==> src/port_a_pkg.sv <==
// Behaviour
// (RULE_01) Eight pins, each input or output.
// (RULE_02) Direction bit one floats the driver.
// (RULE_03) Direction bit zero drives the latch.
// (RULE_04) Level reads pins; level write sets latch.
// (RULE_05) Latch register reads back latched value.
// (RULE_06) Oscillator pins 6,7 read zero everywhere.
// (RULE_07) Oscillator select decides pins 6,7 use.
// (RULE_08) Clock-out drives core clock over four.
// (RULE_09) Reset: pins 0-3,5 analog; pin 4 digital.
// (RULE_10) Analog pin reads low digitally.
// (RULE_11) Analog select bits choose analog pins.
// (RULE_12) Software keeps analog pins as inputs.
// (RULE_13) Comparator reference overrides pin 0, reads low.
// (RULE_14) Enabled peripheral takes the pin over.
// (RULE_15) Pin 4 feeds timer clock when input.
// (RULE_16) Pin 5 feeds serial slave select when input.
// (RULE_17) Pin levels synchronised before reading.
package port_a_pkg;

    localparam int PIN_COUNT = 8;
    localparam int SYNC_STAGES = 3;

    // Register byte offsets on the APB.
    localparam logic [7:0] OFFSET_PIN_LEVEL = 8'h00;
    localparam logic [7:0] OFFSET_OUTPUT_LATCH = 8'h04;
    localparam logic [7:0] OFFSET_PIN_DIRECTION = 8'h08;
    localparam logic [7:0] OFFSET_ANALOG_SELECT = 8'h0c;
    localparam logic [7:0] OFFSET_PIN_CONFIG = 8'h10;

    // Reset values.
    localparam logic [7:0] RESET_OUTPUT_LATCH = 8'h00;
    localparam logic [7:0] RESET_PIN_DIRECTION = 8'hff;
    localparam logic [4:0] RESET_ANALOG_SELECT = 5'h1f;
    localparam logic [3:0] RESET_OSC_SELECT = 4'h8;

    // Analog select field: bit n enables channel on pin n for n<4, bit 4 on pin 5.
    localparam int ANALOG_FIELD_WIDTH = 5;
    // Pin configuration register fields.
    localparam int CFG_OSC_LSB = 0;
    localparam int CFG_OSC_WIDTH = 4;
    localparam int CFG_CMP_REF_BIT = 4;

    // Pin positions with alternate functions.
    localparam int PIN_CMP_REF = 0;
    localparam int PIN_TIMER_CLOCK = 4;
    localparam int PIN_SLAVE_SELECT = 5;
    localparam int PIN_CLOCK_OUT = 6;
    localparam int PIN_CLOCK_IN = 7;

    // Oscillator select encodings.
    localparam logic [3:0] OSC_EXT_CLOCK_IO = 4'h5;
    localparam logic [3:0] OSC_EXT_CLOCK_OUT = 4'h7;
    localparam logic [3:0] OSC_INTERNAL_IO = 4'h8;
    localparam logic [3:0] OSC_INTERNAL_CLOCK_OUT = 4'h9;

    // Clock-out divides the core clock by this ratio.
    localparam int CLOCK_OUT_DIVIDE = 4;
    localparam logic [1:0] CLOCK_OUT_HALF = 2'h1;

    // Drive toward the pads.
    typedef struct packed {
        logic [7:0] level;
        logic [7:0] enable;
    } pad_drive_t;

    // Register access answer.
    typedef struct packed {
        logic [31:0] rdata;
        logic ready;
        logic slverr;
    } apb_answer_t;

endpackage

==> src/pin_sync.sv <==
`timescale 1ns/100ps
// Three-stage input synchroniser; the held level changes only when stages two and three agree.
module pin_sync #(
    parameter int WIDTH = 8
) (
    // Clock and reset
    input wire logic clk,
    input wire logic sys_rst,
    // Asynchronous input and settled level
    input wire logic [WIDTH-1:0] async_in,
    output logic [WIDTH-1:0] level
);

    logic [WIDTH-1:0] stage1;
    logic [WIDTH-1:0] stage2;
    logic [WIDTH-1:0] stage3;
    logic [WIDTH-1:0] next_level;

    // Accept a bit only once the two late stages agree, which drops single-cycle glitches.
    always_comb
    begin
        for (int i = 0; i < WIDTH; i++)
        begin
            next_level[i] = (stage2[i] == stage3[i]) ? stage3[i] : level[i];
        end
    end

    // Stage one is read by stage two alone.
    always_ff @(posedge clk or posedge sys_rst)
    begin
        if (sys_rst)
        begin
            stage1 <= '0;
            stage2 <= '0;
            stage3 <= '0;
            level <= '0;
        end
        else
        begin
            stage1 <= async_in;
            stage2 <= stage1;
            stage3 <= stage2;
            level <= next_level;
        end
    end

endmodule

==> src/port_a_io.sv <==
// Decided for this implementation: the APB slave port and the register addresses.
`timescale 1ns/100ps
// Eight-pin general purpose port with APB registers and alternate-function overrides.
module port_a_io (
    // Clock and reset
    input wire logic clk,
    input wire logic sys_rst,
    // APB slave
    input wire logic psel,
    input wire logic penable,
    input wire logic pwrite,
    input wire logic [7:0] paddr,
    input wire logic [31:0] pwdata,
    output logic [31:0] prdata,
    output logic pready,
    output logic pslverr,
    // Pads
    input wire logic [7:0] pad_in,
    output port_a_pkg::pad_drive_t pad_drive,
    // Alternate functions
    output logic timer_external_clock_input,
    output logic slave_select_n,
    output logic oscillator_owns_pins,
    output logic [7:0] analog_pin_enable
);

    // Register state.
    logic [7:0] output_latch_register;
    logic [7:0] pin_direction_register;
    logic [4:0] analog_select_control;
    logic [3:0] osc_select;
    logic comparator_reference_output;
    logic [7:0] next_output_latch_register;
    logic [7:0] next_pin_direction_register;
    logic [4:0] next_analog_select_control;
    logic [3:0] next_osc_select;
    logic next_comparator_reference_output;

    // Bus answer state.
    port_a_pkg::apb_answer_t answer;
    port_a_pkg::apb_answer_t next_answer;

    // Clock-out divider and registered pin-side outputs.
    logic [1:0] divide_count;
    logic [1:0] next_divide_count;
    logic divided_clock_output;
    logic next_divided_clock_output;
    port_a_pkg::pad_drive_t next_pad_drive;
    logic next_timer_external_clock_input;
    logic next_slave_select_n;
    logic next_oscillator_owns_pins;
    logic [7:0] next_analog_pin_enable;

    // Derived pin ownership.
    logic [7:0] pin_level;
    logic [7:0] gpio_mask;
    logic [7:0] analog_mask;
    logic [7:0] read_level;
    logic clock_out_on;
    logic access;
    logic write_strobe;

    // Oscillator select to pin-6 and pin-7 general I/O ownership.
    function automatic logic [1:0] osc_gpio_pins(input logic [3:0] sel);
        logic [1:0] pins;
        pins = 2'h0;
        case (sel)
            port_a_pkg::OSC_INTERNAL_IO: pins = 2'h3;
            port_a_pkg::OSC_INTERNAL_CLOCK_OUT: pins = 2'h2;
            port_a_pkg::OSC_EXT_CLOCK_IO: pins = 2'h1;
            port_a_pkg::OSC_EXT_CLOCK_OUT: pins = 2'h0;
            default: pins = 2'h0;
        endcase
        return pins;
    endfunction

    // Oscillator select to clock-out on pin 6.
    function automatic logic osc_clock_out(input logic [3:0] sel);
        return (sel == port_a_pkg::OSC_INTERNAL_CLOCK_OUT) || (sel == port_a_pkg::OSC_EXT_CLOCK_OUT);
    endfunction

    // Pad levels pass four flops (three stages and the held level) before any reader sees them.
    pin_sync #(
        .WIDTH(port_a_pkg::PIN_COUNT)
    ) u_pin_sync (
        .clk(clk),
        .sys_rst(sys_rst),
        .async_in(pad_in),
        .level(pin_level)
    ); // RULE_17

    // Work out which pins general I/O still owns.
    always_comb
    begin
        gpio_mask = 8'hff;
        gpio_mask[port_a_pkg::PIN_CLOCK_IN:port_a_pkg::PIN_CLOCK_OUT] = osc_gpio_pins(osc_select); // RULE_07
        clock_out_on = osc_clock_out(osc_select); // RULE_08
        analog_mask = 8'h00;
        analog_mask[3:0] = analog_select_control[3:0]; // RULE_11
        analog_mask[port_a_pkg::PIN_SLAVE_SELECT] = analog_select_control[4]; // RULE_11
        // Digital reads go low under analog, comparator or oscillator ownership.
        read_level = pin_level & gpio_mask & ~analog_mask; // RULE_10 RULE_06
        if (comparator_reference_output)
        begin
            read_level[port_a_pkg::PIN_CMP_REF] = 1'b0; // RULE_13
        end
    end

    // Bus decode: the write and the registered answer both land at the access edge.
    assign access = psel && penable && !answer.ready;
    assign write_strobe = access && pwrite;

    // Next register values from bus writes.
    always_comb
    begin
        next_output_latch_register = output_latch_register;
        next_pin_direction_register = pin_direction_register;
        next_analog_select_control = analog_select_control;
        next_osc_select = osc_select;
        next_comparator_reference_output = comparator_reference_output;
        if (write_strobe)
        begin
            case (paddr)
                port_a_pkg::OFFSET_PIN_LEVEL,
                port_a_pkg::OFFSET_OUTPUT_LATCH:
                begin
                    // Writes to oscillator-owned bits are dropped so they stay zero.
                    next_output_latch_register = pwdata[7:0] & gpio_mask; // RULE_04 RULE_06
                end
                port_a_pkg::OFFSET_PIN_DIRECTION:
                begin
                    next_pin_direction_register = (pwdata[7:0] & gpio_mask) | ~gpio_mask; // RULE_01
                end
                port_a_pkg::OFFSET_ANALOG_SELECT:
                begin
                    next_analog_select_control = pwdata[port_a_pkg::ANALOG_FIELD_WIDTH-1:0]; // RULE_11
                end
                port_a_pkg::OFFSET_PIN_CONFIG:
                begin
                    next_osc_select = pwdata[port_a_pkg::CFG_OSC_LSB +: port_a_pkg::CFG_OSC_WIDTH]; // RULE_07
                    next_comparator_reference_output = pwdata[port_a_pkg::CFG_CMP_REF_BIT];
                end
                default:
                begin
                    next_output_latch_register = output_latch_register;
                end
            endcase
        end
        // Handing pins to the oscillator clears their latch bits.
        next_output_latch_register = next_output_latch_register & gpio_mask; // RULE_06
        // Owned direction bits are held at one, so pins handed back come up as inputs, not stale outputs.
        next_pin_direction_register = next_pin_direction_register | ~gpio_mask; // RULE_06
    end

    // Registered read data and answer.
    always_comb
    begin
        next_answer = '0;
        if (access)
        begin
            next_answer.ready = 1'b1;
            if (!pwrite)
            begin
                case (paddr)
                    port_a_pkg::OFFSET_PIN_LEVEL: next_answer.rdata = {24'h000000, read_level}; // RULE_04
                    port_a_pkg::OFFSET_OUTPUT_LATCH:
                        next_answer.rdata = {24'h000000, output_latch_register & gpio_mask}; // RULE_05
                    port_a_pkg::OFFSET_PIN_DIRECTION:
                        next_answer.rdata = {24'h000000, pin_direction_register & gpio_mask}; // RULE_06
                    port_a_pkg::OFFSET_ANALOG_SELECT: next_answer.rdata = {27'h0000000, analog_select_control};
                    port_a_pkg::OFFSET_PIN_CONFIG:
                        next_answer.rdata = {27'h0000000, comparator_reference_output, osc_select};
                    default: next_answer.slverr = 1'b1;
                endcase
            end
            else
            begin
                case (paddr)
                    port_a_pkg::OFFSET_PIN_LEVEL,
                    port_a_pkg::OFFSET_OUTPUT_LATCH,
                    port_a_pkg::OFFSET_PIN_DIRECTION,
                    port_a_pkg::OFFSET_ANALOG_SELECT,
                    port_a_pkg::OFFSET_PIN_CONFIG: next_answer.slverr = 1'b0;
                    default: next_answer.slverr = 1'b1;
                endcase
            end
        end
    end

    // Clock-out divider: toggles every half ratio so the pin runs at the core rate over four.
    always_comb
    begin
        next_divide_count = divide_count + 2'h1;
        next_divided_clock_output = divided_clock_output;
        if (divide_count == port_a_pkg::CLOCK_OUT_HALF)
        begin
            next_divide_count = 2'h0;
            next_divided_clock_output = !divided_clock_output; // RULE_08
        end
    end

    // Pad drive and alternate-function outputs.
    always_comb
    begin
        // Direction register still governs analog pins; software must keep them as inputs.
        next_pad_drive.level = output_latch_register; // RULE_03
        next_pad_drive.enable = ~pin_direction_register & gpio_mask; // RULE_02 RULE_03 RULE_12
        if (comparator_reference_output)
        begin
            next_pad_drive.enable[port_a_pkg::PIN_CMP_REF] = 1'b0; // RULE_13 RULE_14
        end
        if (clock_out_on)
        begin
            next_pad_drive.level[port_a_pkg::PIN_CLOCK_OUT] = divided_clock_output; // RULE_08
            next_pad_drive.enable[port_a_pkg::PIN_CLOCK_OUT] = 1'b1; // RULE_08 RULE_14
        end
        next_timer_external_clock_input = pin_direction_register[port_a_pkg::PIN_TIMER_CLOCK]
            & pin_level[port_a_pkg::PIN_TIMER_CLOCK]; // RULE_15
        next_slave_select_n = !pin_direction_register[port_a_pkg::PIN_SLAVE_SELECT]
            | pin_level[port_a_pkg::PIN_SLAVE_SELECT]; // RULE_16
        next_oscillator_owns_pins = gpio_mask[port_a_pkg::PIN_CLOCK_IN:port_a_pkg::PIN_CLOCK_OUT] != 2'h3;
        next_analog_pin_enable = analog_mask; // RULE_10
    end

    // Register everything; reset puts pins 0-3 and 5 in analog mode and all pins as inputs.
    always_ff @(posedge clk or posedge sys_rst)
    begin
        if (sys_rst)
        begin
            output_latch_register <= port_a_pkg::RESET_OUTPUT_LATCH;
            pin_direction_register <= port_a_pkg::RESET_PIN_DIRECTION; // RULE_02
            analog_select_control <= port_a_pkg::RESET_ANALOG_SELECT; // RULE_09
            osc_select <= port_a_pkg::RESET_OSC_SELECT;
            comparator_reference_output <= 1'b0;
            answer <= '0;
            divide_count <= 2'h0;
            divided_clock_output <= 1'b0;
            pad_drive <= '0;
            timer_external_clock_input <= 1'b0;
            slave_select_n <= 1'b1;
            oscillator_owns_pins <= 1'b0;
            analog_pin_enable <= 8'h2f; // RULE_09
        end
        else
        begin
            output_latch_register <= next_output_latch_register;
            pin_direction_register <= next_pin_direction_register;
            analog_select_control <= next_analog_select_control;
            osc_select <= next_osc_select;
            comparator_reference_output <= next_comparator_reference_output;
            answer <= next_answer;
            divide_count <= next_divide_count;
            divided_clock_output <= next_divided_clock_output;
            pad_drive <= next_pad_drive;
            timer_external_clock_input <= next_timer_external_clock_input;
            slave_select_n <= next_slave_select_n;
            oscillator_owns_pins <= next_oscillator_owns_pins;
            analog_pin_enable <= next_analog_pin_enable;
        end
    end

    // Bus outputs straight from the answer flops.
    assign prdata = answer.rdata;
    assign pready = answer.ready;
    assign pslverr = answer.slverr;

endmodule

==> config.mk <==
export PLATFORM = sky130hd
export DESIGN_NAME = port_a_io
export DESIGN_NICKNAME = d
export VERILOG_FILES = /design/src/port_a_pkg.sv /design/src/pin_sync.sv /design/src/port_a_io.sv
export SDC_FILE = /design/constraint.sdc
export NUM_CORES = 1
export LEC_CHECK = 0
export ABC_AREA = 0
export BUFFER_PORTS_ARGS = -buffer_cell sky130_fd_sc_hd__buf_4
export CELL_PAD_IN_SITES_DETAIL_PLACEMENT = 1
export CELL_PAD_IN_SITES_GLOBAL_PLACEMENT = 1
export CORE_MARGIN = 1
export CORE_UTILIZATION = 40
export DETAILED_ROUTE_END_ITERATION = 12
export PLACE_DENSITY_LB_ADDON = 0.1
export SLEW_MARGIN = 25
export SYNTH_ARGS = -nofsm -noshare
export SYNTH_HDL_FRONTEND = slang
export SYNTH_HIERARCHICAL = 1
export SYNTH_SLANG_ARGS = --single-unit
export TNS_END_PERCENT = 50
==> constraint.sdc <==
create_clock -name clk -period 2.15 [get_ports clk]
set_clock_uncertainty 0.15 [all_clocks]
set_input_delay 0.215 -clock clk [delete_from_list [all_inputs] [get_ports clk]]
set_output_delay 0.215 -clock clk [all_outputs]
set_load 0.05 [all_outputs]
# Yosys cells after proc, flatten, opt, wreduce, memory -nomap -nowiden
# Cells that the tools add are included.
totals:
  reg_bits: 119
  latchBits: 0
  ramBits: 0
  mem_bits_ro: 0
  in_bits: 53
  out_inout_bits: 61
  elab_cells: 86
  n_memories: 0
op_classes:
  addsub: 1
  n_mul: 0
  div: 0
  order_cmp: 0
  n_eq_ne: 18
  shift: 0
  mux: 14
  n_bitwise: 14
  n_reduce_logical: 12
ops:
  columns: ["op", "count"]
  rows:
  - ["$and A8 B8 Y8", 7]
  - ["$mux W8", 5]
  - ["$pmux W8 S5", 1]
  - ["$eq A8 B4 Y1 const B", 2]
  - ["$not A8 Y8", 2]
  - ["$or A8 B8 Y8", 2]
  - ["$mux W10", 1]
  - ["$eq A1 B1 Y1", 8]
  - ["$eq A4 B3 Y1 const B", 2]
  - ["$eq A4 B4 Y1 const B", 2]
  - ["$eq A8 B3 Y1 const B", 1]
  - ["$eq A8 B5 Y1 const B", 1]
  - ["$logic_not A8 Y1", 1]
  - ["$not A6 Y8", 1]
  - ["$pmux W2 S3", 1]
  - ["$mux W1", 5]
  - ["$reduce_or A5 Y1", 1]
  - ["$reduce_and A2 Y1", 2]
  - ["$logic_and A1 B1 Y1", 3]
  - ["$logic_not A1 Y1", 3]
  - ["$add A2 B1 Y2 const B", 1]
  - ["$eq A2 B1 Y1 const B", 1]
  - ["$mux W2", 1]
  - ["$ne A2 B2 Y1 const B", 1]
  - ["4 further kinds", 4]

# Logic depth before layout (Yosys ltp)
# Gate-level depths: netlist of the first run.
logic_depth:
  ltp_word: 8
  mapped_depth: 6
  depth_no_buf: 4

# Modules after synthesis
# Netlist of the first run, hierarchy kept.
modules_own_cells:
  columns: ["module", "instances", "cells_each", "area_each_um2", "seq_area_each_um2"]
  rows:
  - ["port_a_io", 1, 227, 2732.6, 1601.5]
  - ["pin_sync", 1, 41, 894.6, 800.8]

# Worst setup path after synthesis of the first run
# Ideal clock, no wire load.
synth_timing:
  kind: "register to register"
  startpoint: "register answer, in the netlist pready"
  endpoint: "register output_latch_register[0]"
  setup_ps: 125
  t_arrival_ps: 1774
  required_ps: 1875
  path_slack_ps: 101
  path_stages_with_launch: 4
  path_buffers: 0
  period_less_slack_ps: 2049
  cell_sequence: "dfrtp_1 > nand4b_1 > nor4_4 > mux2_2"
synth_via:
  elab_chain_cells: 5
synth_rtl:
  columns: ["item", "line", "source"]
  rows:
  - ["start, declared", "port_a_io.sv:40", "port_a_pkg::apb_answer_t answer;"]
  - ["start signal, assigned", "port_a_io.sv:251", "answer <= next_answer;"]
  - ["$logic_not A1 Y1", "port_a_io.sv:110", "assign access = psel && penable && !answer.ready;"]
  - ["$logic_and A1 B1 Y1", "port_a_io.sv:110", null]
  - ["$logic_and A1 B1 Y1", "port_a_io.sv:111", "assign write_strobe = access && pwrite;"]
  - ["$mux W8", "port_a_io.sv:121", "if (write_strobe)"]
  - ["$and A8 B8 Y8", "port_a_io.sv:150", "next_output_latch_register = next_output_latch_register & gpio_mask;"]
  - ["end signal, assigned", "port_a_io.sv:230", "output_latch_register <= port_a_pkg::RESET_OUTPUT_LATCH;"]
  - ["end signal, assigned", "port_a_io.sv:246", "output_latch_register <= next_output_latch_register;"]
  - ["end, declared", "port_a_io.sv:28", "logic [7:0] output_latch_register;"]
# No other way between the ends.
# A chain may end at the register's enable or synchronous reset.

==> run_results.csv, run 1 <==
group,metric,value,unit
status,outcome,"completed",
finish,fillers,916,
timing,rsz0062_at_grt,"false",
routing,wirelength,7440,µm
floorplan,core_region_area,0.00876,mm²
logic_synthesis,ys_seq_area_frac,0.662,
floorplan,die_h,97.2,µm
clock_tree,cts-resized-gates,0,
critical_path,crit_arrival,2.05,ns
critical_path,critPathMaxFanout,8,
pwr,internal_power,2.43,mW
hold_path,hp-class,"in2reg",
routing,ant_nets,0,
clock_tree,clock-sinks,95,
routing,avgViaCountPerCell,4.74,
grt,grt_usage,0.171,
pwr,peakVddDrop,414,µV
logic_synthesis,ys_ff_latch,95,
routing,vias,2246,
critical_path,crit_type,"reg2reg",
timing,finalCriticalPeriod,1.96,ns
pwr,p_clk_frac,0.323,
timing,fin_tns_setup,0,ns
critical_path,rrSetupSlack,0.19,ns
critical_path,end_kind,"flop",
finish,area_growth,25.0,%
pwr,switching_share,0.273,
clock_tree,cts.clk_slew.worst_paths,0.09,ns
floorplan,die_x,97.2,µm
grt,grt_max_degree,64,
critical_path,slowest_delay,0.57,ns
critical_path,critPathSlowestCell,"dfstp_2",
floorplan,rows,34,
place,placement.io_buffers,62,
pwr,p_sw,915,µW
finish,fin_nets,414,
logic_synthesis,ys_warn_count,6,
job,drv_cap,0,
critical_path,rr_endpoint,"pad_drive[14]$_DFF_PP0_",
finish,antenna_cells,0,
routing,drc,0,
place,gp_congestion,0.770,
critical_path,crit_chain,"or3b_2, a21bo_2, nand2_1, mux2_2",
critical_path,cp-start-kind,"flop",
critical_path,worstPathRequired,2.25,ns
timing,post-route-period-util,0.910,
pwr,p_comb_frac,0.114,
finish,final_area,0.00453,mm²
logic_synthesis,netlist_area,0.00363,mm²
timing,drv_slew,0,
timing,setup_viol,0,
clock_tree,numCtsBuffers,9,
hold_path,hold_start,"paddr[1]",
logic_synthesis,synth_cells,268,
pwr,power,3.35,mW
floorplan,ios,114,
clock_tree,cts_tree,"built",
routing,drt_pass1_iterations,4,
logic_synthesis,synth-async-reset-ratio,1.00,
place,post_dp_cell_area,0.00418,mm²
place,place_hpwl,5270,µm
logic_synthesis,avgSynthCellArea,13.5,µm²
grt,grt_pass1_vias,2346,
critical_path,r2r_cells,4,
logic_synthesis,yosys.area.top_type,"dfrtp_1",
hold_path,whs_endpoint,"pslverr$_DFF_PP0_",
logic_synthesis,synth_ff_type,"dfrtp_1",
pwr,powerDensity,739,mW/mm²
pwr,total_leakage_power,2.19,nW
clock_tree,cts_buffer_depth,2,
hold_path,hold-path-cell-count,3,
clock_tree,htreeDepth,3,
routing,drtIter0Drc,95,
floorplan,start_util,0.414,
pwr,power_frac_seq,0.563,
critical_path,worstReg2RegStart,"osc_select[3]$_DFFE_PP1P_",
grt,gr-total-overflow,0,
clock_tree,cts_setup_buffers,0,
floorplan,die-area,0.00945,mm²
routing,post_drt_wl_per_cell,15.7,µm
finish,final_cell_mix,"dfrtp_1 (75), buf_4 (72), conb_1 (27), mux2_2 (20), dfstp_2 (20)",
finish,mostFrequentLayoutCell,"dfrtp_1",
grt,grt_pass1_wl,12300,µm
finish,fin_util,0.517,
grt,antenna_found_initial,0,
timing,hold_violations,0,
logic_synthesis,synth_area_leaders,"dfrtp_1 (52%), dfstp_2 (14%), mux2_2 (6.2%)",
logic_synthesis,ys_types,41,
logic_synthesis,synth_edf_count,0,
finish,drive_gt1_frac,0.393,
logic_synthesis,synth_top_area_share,0.517,
timing,max_freq,511,MHz
clock_tree,clock_latency,0.36,ns
clock_tree,clock-root-buffer,"clkbuf_8",
sequential cells by signal, summed over array words and instances, names as in the netlist, 2 cells and up:
name                    cells
analog_pin_enable           5
analog_select_control       5
divide_count                2
osc_select                  4
output_latch_register       8
pad_drive                  16
pin_direction_register      8
prdata                      8
u_pin_sync/level            8
u_pin_sync/stage1           8
u_pin_sync/stage2           8
u_pin_sync/stage3           8
cells in the mapped netlist (4+ instances only):
| cell type | instances |
|---|---|
| a21oi_1 | 7 |
| a22o_1 | 4 |
| a31oi_1 | 4 |
| buf_4 | 27 |
| clkbuf_1 | 4 |
| dfrtp_1 | 75 |
| dfstp_2 | 20 |
| inv_1 | 15 |
| maj3_2 | 8 |
| mux2_2 | 20 |
| mux2i_1 | 6 |
| nand2_1 | 12 |
| nand2b_1 | 4 |
| nor2_1 | 18 |
| o21ai_0 | 7 |
worst max path at each step:
stage                         startpoint                              endpoint  slack (ns)  cells past startpoint
3_3_place_gp                    paddr[5]   pin_direction_register[6]$_DFF_PP1_        0.10                      5
5_1_grt        osc_select[3]$_DFFE_PP1P_               pad_drive[14]$_DFF_PP0_        0.12                      4
2_1_floorplan           pready$_DFF_PP0_  output_latch_register[0]$_DFFE_PP0P_        0.10                      3
4_1_cts        osc_select[3]$_DFFE_PP1P_               pad_drive[14]$_DFF_PP0_        0.20                      4
6_report       osc_select[3]$_DFFE_PP1P_               pad_drive[14]$_DFF_PP0_        0.19                      4
3_5_place_dp                    paddr[5]   pin_direction_register[6]$_DFF_PP1_        0.12                      5
worst max-delay path, delay by kind of cell (launching register included):
| kind | cells | cell delay (ns) |
|---|---|---|
| simple gates | 2 | 0.62 |
| flops | 1 | 0.57 |
| mux | 1 | 0.28 |
| compound gates | 1 | 0.23 |
repair_timing:
action | CTS | global route
hold endpoints to repair | 109 | 0
hold buffers | 17 | 0
setup endpoints to repair | 0 | 0
stage by stage:
step,setup slack [ns],instances,hold slack [ns]
CTS,0.200,474,0.00869
detailed placement,0.120,441,0.172
finish,0.193,474,0.0304
floorplan,0.101,294,0.0964
global route,0.115,474,0.0230
global placement,0.103,441,0.167
power groups by stage:
stage	sequential [mW]	clock [mW]	combinational (mW)
final	1.89	1.08	0.382
after global routing	1.89	1.19	0.408
after CTS	1.89	1.12	0.386
after detailed placement	1.92	0	0.362
after global placement	1.92	0	0.356
after floorplan	1.95	0	0.251
routing by layer:
| layer | GRT usage | routed length [µm] |
|---|---|---|
| met5 | 0 | 0 |
| met4 | 0.0792 | 141 |
| met3 | 0.0317 | 261 |
| met2 | 0.267 | 3650 |
| met1 | 0.232 | 3390 |
cell families (layout without fill, tap and decap cells):
logic type | count (synthesis) | in the layout | synth area share
adders and majority gates | 8 | 8 | 0.0248
AOI/OAI and AO/OA | 33 | 33 | 0.0614
DFF | 95 | 95 | 0.662
and+or+nand+nor | 55 | 55 | 0.0880
xor gates and xnor gates | 1 | 1 | 0.00242
muxes | 26 | 26 | 0.0786
other | 1 | 27 | 0.00103
buffers and inverters | 49 | 121 | 0.0814
layout make-up:
cell class                 instances  area [µm²]  share of cell area
clock buffer                      11         141              0.0312
inverter                          15        56.3              0.0124
tap                              108         135              0.0298
timing repair buffer              90         731               0.161
multi-input combinational        150        1030               0.227
clock inverter                     5        40.0             0.00883
sequential                        95        2400               0.530
Power figures use the tool's default switching activity.
==> run 2: changes to the inputs <==
==> constraint.sdc (replaced) <==
create_clock -name clk -period 2.15 [get_ports clk]
set_clock_uncertainty 0.15 [all_clocks]
set_input_delay 0.1075 -clock clk [delete_from_list [all_inputs] [get_ports clk]]
set_output_delay 0.1075 -clock clk [all_outputs]
set_load 0.05 [all_outputs]
==> run 2 against run 1 <==
Against the previous run:
- worst setup slack improved by 0.0042 ns
- utilization rose by 0.69 points
- die area did not move
- via count rose by 0.67%
- register-to-register slack barely moved
- highest routed layer unchanged
==> run_results.csv, run 2 (synthesis results as in run 1) <==
group,metric,value,unit
status,outcome,"completed",
finish,largest_reg_flops,16,
routing,post_drt_wl_per_cell,15.9,µm
place,place_hpwl,5300,µm
grt,antenna_found_initial,0,
pwr,p_sw,909,µW
finish,final_cell_mix,"dfrtp_1 (75), buf_4 (74), conb_1 (27)",
clock_tree,cts-resized-gates,0,
grt,grt_usage,0.168,
floorplan,core_region_area,0.00876,mm²
critical_path,rrSetupSlack,0.20,ns
timing,rsz0062_at_grt,"false",
finish,largest-register,"pad_drive",
timing,finalCriticalPeriod,1.95,ns
finish,drive_gt1_frac,0.394,
place,gp_congestion,0.772,
routing,drc,0,
clock_tree,clock_latency,0.35,ns
hold_path,hp-class,"in2reg",
finish,area_growth,26.6,%
finish,mostFrequentLayoutCell,"dfrtp_1",
clock_tree,clock-sinks,95,
pwr,p_clk_frac,0.338,
clock_tree,htreeDepth,3,
finish,fin_util,0.524,
clock_tree,cts.clk_slew.worst_paths,0.09,ns
critical_path,crit_type,"reg2reg",
hold_path,whs_endpoint,"pslverr$_DFF_PP0_",
floorplan,die_x,97.2,µm
pwr,power,3.43,mW
place,placement.io_buffers,62,
timing,post-route-period-util,0.908,
clock_tree,clock-root-buffer,"clkbuf_8",
pwr,powerDensity,747,mW/mm²
critical_path,cp-start-kind,"flop",
critical_path,end_kind,"flop",
timing,hold_violations,0,
clock_tree,cts_buffer_depth,2,
routing,ant_nets,0,
critical_path,worstPathRequired,2.24,ns
clock_tree,postCtsHoldBufs,20,
critical_path,worstReg2RegStart,"osc_select[3]$_DFFE_PP1P_",
timing,setup_viol,0,
grt,gr-total-overflow,0,
routing,drtIter0Drc,71,
critical_path,critPathSlowestCell,"dfstp_2",
floorplan,die_h,97.2,µm
finish,fillers,922,
critical_path,slowest_delay,0.57,ns
routing,avgViaCountPerCell,4.72,
clock_tree,cts_setup_buffers,0,
timing,hold_slack,0.0522,ns
pwr,switching_share,0.265,
floorplan,ios,114,
finish,antenna_cells,0,
routing,wirelength,7590,µm
hold_path,hold-path-cell-count,4,
timing,drv_slew,0,
clock_tree,cts_tree,"built",
grt,grt_pass1_vias,2309,
pwr,p_comb_frac,0.113,
floorplan,start_util,0.414,
floorplan,die-area,0.00945,mm²
pwr,peakVddDrop,402,µV
critical_path,rr_endpoint,"pad_drive[14]$_DFF_PP0_",
timing,fin_tns_setup,0,ns
pwr,power_frac_seq,0.549,
floorplan,rows,34,
pwr,total_leakage_power,2.23,nW
clock_tree,numCtsBuffers,9,
routing,drt_pass1_iterations,4,
critical_path,crit_arrival,2.05,ns
place,pre_cts_ws,0.149,ns
grt,grt_pass1_wl,12200,µm
finish,fin_nets,419,
critical_path,crit_chain,"or3b_2, a21bo_2, nand2_1, mux2_2",
pwr,internal_power,2.52,mW
grt,grt_max_degree,64,
timing,max_freq,512,MHz
timing,fin_ws,0.197,ns
hold_path,hold_start,"paddr[7]",
routing,vias,2261,
critical_path,critPathMaxFanout,8,
critical_path,r2r_cells,4,
job,drv_cap,0,
## run 2: cell types whose count changed in the layout (fill, tap and decap cells not counted)
| cell | previous run | this run |
|---|---|---|
| dlygate4sd3_1 | 17 | 20 |
| buf_4 | 72 | 74 |
| clkinv_2 | 0 | 1 |
| inv_6 | 2 | 1 |
| clkinv_4 | 0 | 2 |
| bufinv_16 | 0 | 1 |
| clkinvlp_4 | 3 | 1 |
| clkbuf_8 | 10 | 9 |
## run 2: final cells by class
class / count / area [µm²] / area share
multi-input cells: 150 / 1030 / 0.224
well taps: 108 / 135 / 0.0294
inverters: 15 / 56.3 / 0.0123
clock inverters: 6 / 68.8 / 0.0150
repair buffers: 95 / 776 / 0.169
flip-flops and latches: 95 / 2400 / 0.523
clock buffers: 10 / 128 / 0.0278
## run 2: per-layer routing
layer | part of all wire | track usage | vias up
met1 | 0.46 | 0.226 | 1151
met2 | 0.50 | 0.275 | 54
met4 | 0.013 | 0.0577 | 0
li1 | - | - | 1047
met3 | 0.033 | 0.0302 | 9
met5 | 0 | 0 | -
## run 2: critical path, delay by kind of cell, from the launching register on
kind	cells	cell delay, ns
flip-flops	1	0.57
multiplexers	1	0.28
AO/OA/AOI/OAI	1	0.23
AND/OR/NAND/NOR	2	0.62
## run 2: metrics by stage
step | instances | area [µm²]
after global routing | 479 | 4590
after floorplan | 294 | 3720
after detailed placement | 443 | 4200
after global placement | 443 | 4200
final | 479 | 4590
after CTS | 479 | 4590
## run 2: worst max path at each step
| stage | from | slack, ns | end |
|---|---|---|---|
| 5_1_grt | osc_select[3]$_DFFE_PP1P_ | 0.12 | prdata[6]$_DFF_PP0_ |
| 3_3_place_gp | paddr[5] | 0.18 | output_latch_register[4]$_DFFE_PP0P_ |
| 3_5_place_dp | paddr[5] | 0.15 | output_latch_register[2]$_DFFE_PP0P_ |
| 6_report | osc_select[3]$_DFFE_PP1P_ | 0.20 | pad_drive[14]$_DFF_PP0_ |
| 2_1_floorplan | pready$_DFF_PP0_ | 0.10 | output_latch_register[0]$_DFFE_PP0P_ |
| 4_1_cts | osc_select[3]$_DFFE_PP1P_ | 0.20 | pad_drive[14]$_DFF_PP0_ |
## run 2: power by group through the flow
stage	Clock [mW]	Combinational (mW)	Sequential, mW
floorplan	0	0.251	1.95
global route	1.27	0.414	1.89
CTS	1.19	0.392	1.89
global placement	0	0.357	1.92
finish	1.16	0.387	1.89
detailed placement	0	0.362	1.92
